[config.mk]
export PLATFORM = sky130hd
export DESIGN_NAME = dcr_dcdc_regs
export DESIGN_NICKNAME = d
export VERILOG_FILES = /design/src/inc/dcr_pkg.sv /design/src/verilog/dcr_dcdc_regs.sv
export SDC_FILE = /design/constraint.sdc
export NUM_CORES = 1
export LEC_CHECK = 0
export BUFFER_PORTS_ARGS = -buffer_cell sky130_fd_sc_hd__buf_2
export CORE_MARGIN = 5
export CORE_UTILIZATION = 52
export CTS_CLUSTER_SIZE = 30
export DETAILED_ROUTE_END_ITERATION = 6
export MAX_ROUTING_LAYER = met4
export PLACE_DENSITY = 0.83
export SYNTH_ARGS = -nofsm -noshare
export SYNTH_HDL_FRONTEND = slang
export SYNTH_SLANG_ARGS = --single-unit
[constraint.sdc]
create_clock -name clock -period 6.9 [get_ports clock]
set_input_delay 1.725 -clock clock [delete_from_list [all_inputs] [get_ports clock]]
set_output_delay 1.725 -clock clock [all_outputs]
set_load 0.005 [all_outputs]
[src/inc/dcr_pkg.sv]
// Package: register map, field layout, reset values and timing constants for the dc-dc control bank
package dcr_pkg;
  // Register page and addresses
  localparam logic [7:0] SFR_PAGE_DCDC      = 8'h00;
  localparam logic [7:0] ADDR_DCDC_CONFIG   = 8'h96;
  localparam logic [7:0] ADDR_DCDC_CONTROL  = 8'h97;
  // Reset values
  localparam logic [7:0] RST_DCDC_CONTROL   = 8'h21;
  localparam logic [7:0] RST_DCDC_CONFIG    = 8'h00;
  // Writable bit masks (reserved bits read zero)
  localparam logic [7:0] MASK_DCDC_CONTROL  = 8'hEF;
  localparam logic [7:0] MASK_DCDC_CONFIG   = 8'h7F;
  // Control field positions
  localparam int CTL_MINPW_LSB  = 6;
  localparam int CTL_SWITCH_BIT = 5;
  localparam int CTL_RSVD_BIT   = 4;
  localparam int CTL_SYNC_BIT   = 3;
  localparam int CTL_VSEL_LSB   = 0;
  // Configuration field positions
  localparam int CFG_DIV_LSB    = 5;
  localparam int CFG_ADCINV_BIT = 4;
  localparam int CFG_CONVERTER_CLOCK_INVERT_BIT = 3;
  localparam int CFG_ILIM_BIT   = 2;
  localparam int CFG_SLEEP_BIT  = 1;
  localparam int CFG_SRC_BIT    = 0;
  // Minimum pulse width figures and cycle counts at the 20 MHz system clock
  localparam int CLK_PERIOD_NS  = 50;
  localparam int MINPW1_NS      = 20;
  localparam int MINPW2_NS      = 40;
  localparam int MINPW3_NS      = 80;
  localparam logic [2:0] MINPW1_CYC = 3'((MINPW1_NS + CLK_PERIOD_NS - 1) / CLK_PERIOD_NS);
  localparam logic [2:0] MINPW2_CYC = 3'((MINPW2_NS + CLK_PERIOD_NS - 1) / CLK_PERIOD_NS);
  localparam logic [2:0] MINPW3_CYC = 3'((MINPW3_NS + CLK_PERIOD_NS - 1) / CLK_PERIOD_NS);
  // Output voltage targets in millivolts, indexed by select code
  localparam logic [11:0] VTGT_MV [8] = '{12'd1800, 12'd1900, 12'd2000, 12'd2100,
                                         12'd2400, 12'd2700, 12'd3000, 12'd3300};
  // Converter clock source encoding
  typedef enum logic {DCR_SRC_LOCAL, DCR_SRC_SYSCLK} dcr_src_t;
endpackage

[src/verilog/dcr_dcdc_regs.sv]
// Dc-dc converter control and configuration register bank with decoded controls
`timescale 1ns/1ps
// Overview of operation
// - Minimum pulse width field 00 none, 01 20ns, 10 40ns, 11 80ns.
// - Control bit 5 zero picks large switches, one picks small switches.
// - Control bit 3 synchronizes ADC tracking and clock to switching cycle.
// - Voltage code 000..111 targets 1.8,1.9,2.0,2.1,2.4,2.7,3.0,3.3 volts.
// - Reset gives small switches, no minimum width, no sync, 1.9 volts.
// - Control sits at 0x97, configuration at 0x96, both on page 0x0.
// - System clock source divided by 1,2,4 or 8; ignored on local oscillator. Here setting 00 gives half rate, the same as 01.
// - Source select zero uses local oscillator, one uses system clock.
// - In sleep, sleep bit zero ties output to battery, one floats it.
// - With sync, ADC clock invert bit zero inverts, one leaves uninverted.
module dcr_dcdc_regs (
  input  wire logic         clock,
  input  wire logic         rst_n,
  input  wire logic [7:0]   sfrPage,
  input  wire logic [7:0]   sfrAddr,
  input  wire logic         sfrWrite,
  input  wire logic         sfrRead,
  input  wire logic [7:0]   sfrWdata,
  input  wire logic         sleepMode,
  input  wire logic         localOscClk,
  input  wire logic         adcSarClk,
  output logic      [7:0]   sfrRdata,
  output logic              sfrRvalid,
  output logic      [2:0]   outputVoltageSel,
  output logic      [11:0]  targetMillivolts,
  output logic      [1:0]   minPulseWidthSel,
  output logic      [2:0]   minPulseCycles,
  output logic              minPulseEnable,
  output logic              switchSizeSmall,
  output logic              adcSyncEnable,
  output logic              peakCurrentLimitSel,
  output logic              converterClockSourceSel,
  output logic              converterClk,
  output logic              adcSyncClk,
  output logic              supplyToBattery,
  output logic              supplyFloating
);
  import dcr_pkg::*;

  // Control register layout, reset value 0x21
  //   [7:6] minimum pulse width select, zero means no minimum
  //   [5]   switch size, one picks the small switches
  //   [4]   reserved, masked on write so it reads back zero
  //   [3]   ADC synchronisation enable
  //   [2:0] output voltage select
  // Configuration register layout, reset value 0x00
  //   [7]   reserved, always reads zero
  //   [6:5] system clock divider for the converter clock
  //   [4]   ADC sync clock invert, zero inverts while synchronised
  //   [3]   system clock invert after the divider
  //   [2]   peak current limit, one is the higher threshold
  //   [1]   sleep connection, one floats the supply output
  //   [0]   converter clock source, one is the system clock

  // Register storage
  logic [7:0] controlReg_r;
  logic [7:0] configReg_r;
  // Free-running divider state
  logic [2:0] divCount_r;
  logic       divClk_r;
  // Address decode strobes
  logic       selControl;
  logic       selConfig;

  // Decode one register access on page zero
  // The page must match too, so other pages never alias these addresses
  function automatic logic hit(input logic [7:0] page, input logic [7:0] addr,
                               input logic [7:0] target);
    hit = (page == SFR_PAGE_DCDC) && (addr == target);
  endfunction

  // Select strobes for the two registers
  assign selControl = hit(sfrPage, sfrAddr, ADDR_DCDC_CONTROL);
  assign selConfig  = hit(sfrPage, sfrAddr, ADDR_DCDC_CONFIG);

  // Control register; reserved bit dropped so a stray one cannot reach the converter
  // Writes to any other page or address leave it untouched
  // A write takes effect at the edge that samples the strobe
  always_ff @(posedge clock) begin
    if (!rst_n) begin
      controlReg_r <= RST_DCDC_CONTROL;
    end else if (sfrWrite && selControl) begin
      controlReg_r <= sfrWdata & MASK_DCDC_CONTROL;
    end
  end

  // Configuration register; bit 7 is read-only zero
  // Masked the same way, so a stray one in bit 7 never sticks
  // Every field here is plain storage; decoding happens further down
  always_ff @(posedge clock) begin
    if (!rst_n) begin
      configReg_r <= RST_DCDC_CONFIG;
    end else if (sfrWrite && selConfig) begin
      configReg_r <= sfrWdata & MASK_DCDC_CONFIG;
    end
  end

  // Read port, one cycle latency; unmapped addresses return zero
  // A read and a write in one cycle return the value held before the write
  // Unmapped reads still answer, so the core never waits on this bank
  always_ff @(posedge clock) begin
    if (!rst_n) begin
      sfrRdata  <= 8'h00;
      sfrRvalid <= 1'b0;
    end else begin
      sfrRvalid <= sfrRead;
      if (sfrRead && selControl) begin
        sfrRdata <= controlReg_r;
      end else if (sfrRead && selConfig) begin
        sfrRdata <= configReg_r;
      end else begin
        sfrRdata <= 8'h00;
      end
    end
  end

  // Output voltage select and its target in millivolts move together
  always_ff @(posedge clock) begin
    if (!rst_n) begin
      outputVoltageSel <= RST_DCDC_CONTROL[CTL_VSEL_LSB +: 3];
      targetMillivolts <= VTGT_MV[RST_DCDC_CONTROL[CTL_VSEL_LSB +: 3]];
    end else begin
      outputVoltageSel <= controlReg_r[CTL_VSEL_LSB +: 3];
      targetMillivolts <= VTGT_MV[controlReg_r[CTL_VSEL_LSB +: 3]];
    end
  end

  // Minimum pulse width as a count of system clock cycles, rounded up
  // At one cycle per 50 ns the 20 and 40 ns settings both give one cycle
  always_ff @(posedge clock) begin
    if (!rst_n) begin
      minPulseWidthSel <= RST_DCDC_CONTROL[CTL_MINPW_LSB +: 2];
      minPulseCycles   <= 3'h0;
      minPulseEnable   <= 1'b0;
    end else begin
      minPulseWidthSel <= controlReg_r[CTL_MINPW_LSB +: 2];
      minPulseEnable   <= controlReg_r[CTL_MINPW_LSB +: 2] != 2'h0;
      case (controlReg_r[CTL_MINPW_LSB +: 2])
        2'h1:    minPulseCycles <= MINPW1_CYC;
        2'h2:    minPulseCycles <= MINPW2_CYC;
        2'h3:    minPulseCycles <= MINPW3_CYC;
        default: minPulseCycles <= 3'h0;
      endcase
    end
  end

  // Switch size, sync enable and current limit go straight to the converter
  // The limit sits in the configuration register but is decoded with the rest
  always_ff @(posedge clock) begin
    if (!rst_n) begin
      switchSizeSmall     <= RST_DCDC_CONTROL[CTL_SWITCH_BIT];
      adcSyncEnable       <= RST_DCDC_CONTROL[CTL_SYNC_BIT];
      peakCurrentLimitSel <= RST_DCDC_CONFIG[CFG_ILIM_BIT];
    end else begin
      switchSizeSmall     <= controlReg_r[CTL_SWITCH_BIT];
      adcSyncEnable       <= controlReg_r[CTL_SYNC_BIT];
      peakCurrentLimitSel <= configReg_r[CFG_ILIM_BIT];
    end
  end

  // System clock divider; counter runs always so a divider change takes effect at the next edge
  // Divide by one and by two both toggle every edge; no flop can give full rate
  // The counter is never cleared by a write, so a new divider starts mid-count
  always_ff @(posedge clock) begin
    if (!rst_n) begin
      divCount_r <= 3'h0;
      divClk_r   <= 1'b0;
    end else begin
      divCount_r <= divCount_r + 3'h1;
      case (configReg_r[CFG_DIV_LSB +: 2])
        2'h0:    divClk_r <= ~divClk_r;
        2'h1:    divClk_r <= divCount_r[0];
        2'h2:    divClk_r <= divCount_r[1];
        default: divClk_r <= divCount_r[2];
      endcase
    end
  end

  // Source mux and inversion; a registered clock limits divide-by-1 to half rate
  // Inversion applies only to the system clock path; the oscillator passes as sampled
  always_ff @(posedge clock) begin
    if (!rst_n) begin
      converterClockSourceSel <= RST_DCDC_CONFIG[CFG_SRC_BIT];
      converterClk            <= 1'b0;
    end else begin
      converterClockSourceSel <= configReg_r[CFG_SRC_BIT];
      if (configReg_r[CFG_SRC_BIT] == DCR_SRC_SYSCLK) begin
        converterClk <= divClk_r ^ configReg_r[CFG_CONVERTER_CLOCK_INVERT_BIT];
      end else begin
        converterClk <= localOscClk;
      end
    end
  end

  // ADC clock: synchronised copy of the converter clock, else the free ADC clock
  // It trails the converter clock by one cycle, as it reads the registered copy
  always_ff @(posedge clock) begin
    if (!rst_n) begin
      adcSyncClk <= 1'b0;
    end else if (controlReg_r[CTL_SYNC_BIT]) begin
      adcSyncClk <= converterClk ^ ~configReg_r[CFG_ADCINV_BIT];
    end else begin
      adcSyncClk <= adcSarClk;
    end
  end

  // Sleep connection of the supply output
  // Converter enable is a strap outside this bank, so sleep alone decides here
  // Both outputs stay low while awake, so the supply output is driven normally
  always_ff @(posedge clock) begin
    if (!rst_n) begin
      supplyToBattery <= 1'b0;
      supplyFloating  <= 1'b0;
    end else begin
      supplyToBattery <= sleepMode && !configReg_r[CFG_SLEEP_BIT];
      supplyFloating  <= sleepMode && configReg_r[CFG_SLEEP_BIT];
    end
  end
endmodule

==> impl.org <==
** Outcome
- The run finished with clean final reports.

** Pwr
- PnR Total Power :: roughly 0.56 mW
- IR analysis of the VDD net gives a maximum drop of approximately 0.19 mV.
- Power per standard cell area :: between 200 and 250 mW/mm^2
- For this design the static power due to leakage is approximately 1.2 nW.

** Finish
- The post-route netlist has 32.1% of its cells at a drive strength greater than 1.
- 0 antenna diodes ended up in the layout.
- Nets@finish :: between 200 and 300
- After the flow finishes, the layout carries non-filler instances totaling just under 300.
- Relative to the synthesized area, the layout overhead comes to 23.2%.

** Synth
- After synthesis the netlist holds a flip-flop and latch count of 52.
- After synthesis, flip-flops and latches occupy 53.7% of the total area.
- Synth Area in Simple Gates :: between 10% and 20%
- For this run, the number of Yosys warnings is 0.
- Area share of the leading cell type in the synthesized netlist :: between 50% and 60%
- Synthesis produced between 150 and 200 cells.
- Mean area per synthesized cell :: about 10 um^2
- Area of the mapped netlist :: 0.00194 mm^2
- The largest total area in the synthesized netlist belongs to dfxtp_1.
- In the synthesized netlist the dominant register cell turns out to be dfxtp_1.
- By area the synthesized netlist is led by dfxtp_1, mux2i_1, nand2_1, ha_1, and2_1.
- Summing the areas of all xor and xnor instances in the mapped netlist gives under 10% of the synthesized area.
- Largest family of logic cells by synthesized area :: simple AND/OR/NAND/NOR gates
- For this run, asynchronously set or reset flops after synthesis account for 0%.
- Yosys cell types :: 32
- After Yosys synthesis, full adders, half adders and majority gates account for 4.52% of the synthesized area.
- Count of flip-flops with a built-in enable after synthesis :: 0
- Summing the areas of all compound-gate instances in the mapped netlist gives between 3 and 4% of the synthesized area.
- The portion of synthesized area spent on multiplexers is 11.6%.

** Worst setup path
- In this run the worst setup path terminates at configReg_r[0]$_SDFFE_PN0P_.
- The critical path is of the primary input to flop type.
- Endpoint of the worst-slack reg-to-reg timing path :: targetMillivolts[9]$_SDFF_PN1_
- For this design, the slowest cell found on the critical path is nor3b_2.
- Delay of the slowest cell on the worst path :: roughly 700 ps
- The worst setup path is launched from a primary input.
- For the worst setup path, the data required time is slightly above 7000 ps.
- Beginning of the worst register-to-register path :: controlReg_r[0]$_SDFFE_PN1P_
- Data on the critical path arrives at its endpoint at between 3000 and 4000 ps.
- Launching element of the worst setup path :: sfrPage[1]
- Critical Path Most Common Cell :: or4_4
- Of all nets on the critical path, the largest fanout is 7.
- Depth of the worst register-to-register path :: 4
- Sequence of cells on the critical path :: buf_2 > or4_4 > or4_4 > nor3b_2 > mux2i_1
- STA classifies the critical path endpoint as a flop.
- Worst reg-to-reg setup slack :: around 5500 ps

** Timing
- Final critical-path setup slack :: 3290 ps
- Final worst clock skew :: slightly above 5 ps
- The final max-slew violation count came to 0.
- Top achievable clock speed :: approximately 280 MHz
- Final hold violation count :: 0
- Setup violations remaining at the end of the flow were counted as 0.
- Ratio of final minimum period to clock period :: a little over half
- Worst slew margin :: between 40% and 50%
- Summed over all failing endpoints, the final setup total negative slack is 0 ps.
- At the pin with the least slew margin, the transition time is between 700 and 800 ps.
- Subtracting the final worst setup slack from the clock period gives 3610 ps.
- RSZ-0062 raised after global routing :: no

** CTS
- CTS tree :: built
- The clock tree synthesis step divided the H-tree into 2 levels.
- Clk pin slew, worst setup/hold paths :: about 90 ps
- Clock sink total :: 52
- Clock Latency Late Sink :: approximately 300 ps
- The number of clock buffers added by TritonCTS is 5.
- The clock passes through at most 2 buffers.
- Count of hold-fix buffers inserted at cts :: 0
- Total setup buffers inserted after CTS :: 0
- Post_cts resized :: 0
- Clock tree synthesis selected as its root buffer the cell clkbuf_8.

** Global routing
- Overflow left after global routing :: 0
- In the global route stage, overall resource usage came out at 15.9%.
- Wire length of the first global-routing pass :: between 6000 and 7000 um
- Number of antenna violations at the first check in global routing :: 0
- Largest net degree at the start of global routing :: 46
- Number of global-route vias before repair :: 1402

** Job
- The tool flagged a number of max-cap violations equal to 0.

** Routing
- Drt pass-1 iters :: 4
- Total detailed-routing wirelength :: between 3000 and 4000 um
- Iteration-0 DRC count of the detailed router :: about 130
- Number of nets still failing antenna checks after routing :: 0
- After detailed routing, the average wire length per cell comes to ~12 um.
- In the routed design, unresolved DRC markers number 0.
- The routed layout has 1380 vias.
- In the routed layout, each cell is associated on average with a via count of around 4.6.

** Die
- Std-Cell Core Area :: 0.00363 mm^2
- Width of the die :: just over 70 um
- Floorplan row count :: 22
- between 60 and 70 I/O pins were placed.
- Chip Height :: ~71 um
- Effective utilization at floorplan :: between 50% and 60%
- The floorplan step defined a die boundary enclosing approximately 0.0051 mm^2.

** Place
- HPWL after detailed placement :: 2630 um
- Global placement routability congestion :: 0.771
- Worst setup slack before clock tree synthesis :: between 3000 and 4000 ps
- In this run the tool buffered the top-level ports with 65 buffer cells.
- Post-placement cell count :: a little under 300

** Worst hold path
- The tightest min-delay check is of the flop to flop type.
[worst max-delay path: cells and delay by family]
kind	cells	cell delay, ps
buf+inv	1	100
simple gates	3	1760
mux	1	260
[flip-flops by register name, indices dropped and copies added (netlist names)]
register and cells:
targetMillivolts 9, sfrRdata 8, configReg_r 7, controlReg_r 7
divCount_r 3, outputVoltageSel 3, minPulseCycles 2, minPulseWidthSel 2
adcSyncClk 1, adcSyncEnable 1, converterClk 1, converterClockSourceSel 1
divClk_r 1, minPulseEnable 1, peakCurrentLimitSel 1, sfrRvalid 1
supplyFloating 1, supplyToBattery 1, switchSizeSmall 1
[cell families (layout without fill, tap and decap cells)]
kind of cell,after synthesis,in the layout
simple gates,68,68
flops,52,52
buf+inv,24,84
mux,21,21
compound gates,10,10
fa+ha+maj,7,7
xor+xnor,4,4
other cells,1,3
[per-layer routing]
layer | share of wire, % | track usage [%] | wire (um)
met3 | 6.2 | 5.40 | 225
met1 | 43 | 18.5 | 1550
met2 | 50 | 25.7 | 1800
met4 | 1.4 | 5.43 | 51
met5 | 0 | - | 0
[area by class of cell]
type,count,area [um^2]
well taps,48,60.1
multi-input cells,113,790
inverters,12,45.0
clock buffers,5,68.8
repair buffers,65,325
flip-flops and latches,52,1040
fillers,304,1240
clock inverters,2,60.1
[report_power, final]
| part | internal [mW] | switching, mW |
|---|---|---|
| combinational | 0.0127 | 0.0121 |
| clock | 0.143 | 0.0914 |
| sequential | 0.303 | 0.00149 |
| total | 0.458 | 0.105 |
[worst min path at each step]
stage,startpoint,to,slack (ps),cells past startpoint
2_1_floorplan,divCount_r[0]$_SDFF_PN0_,divCount_r[0]$_SDFF_PN0_,420,1
3_3_place_gp,configReg_r[2]$_SDFFE_PN0P_,peakCurrentLimitSel$_SDFF_PN0_,440,2
3_5_place_dp,configReg_r[2]$_SDFFE_PN0P_,peakCurrentLimitSel$_SDFF_PN0_,440,2
4_1_cts,divCount_r[0]$_SDFF_PN0_,divCount_r[0]$_SDFF_PN0_,460,1
5_1_grt,divCount_r[0]$_SDFF_PN0_,divCount_r[0]$_SDFF_PN0_,470,1
6_report,divCount_r[0]$_SDFF_PN0_,divCount_r[0]$_SDFF_PN0_,460,1
[stage by stage]
stage               hold slack (ps)  instance area, um^2  util [%]
floorplan                       416                 1950         -
detailed placement              437                 2260      62.2
global placement                436                 2260      62.2
global route                    465                 2390      65.8
finish                          458                 2390      65.8
CTS                             457                 2390      65.8
[synth_stat cells, types with 2 or more instances]
master	count
xor2_1	2
nor2_1	9
o21a_1	2
ha_1	7
xnor2_1	2
inv_1	12
clkbuf_1	6
and2_1	8
o21ai_0	6
mux2i_1	18
dfxtp_1	52
nand2b_1	3
mux2_2	2
nand2_1	30
nor2b_1	6
or4_4	2
buf_4	5
[layout by cell type, fill, tap and decap left out, drive strengths merged, types with 2 or more instances in the layout]
cell / n
conb: 3
o21ai: 6
nand2: 30
buf: 65
nor3b: 2
inv: 12
mux2: 2
nor2b: 6
mux2i: 18
clkbuf: 5
o21a: 2
and2: 8
xor2: 2
or4: 3
dfxtp: 52
ha: 7
nor2: 10
xnor2: 2
bufinv: 2
nand2b: 3
No activity file was read; power rests on OpenSTA's default activity.
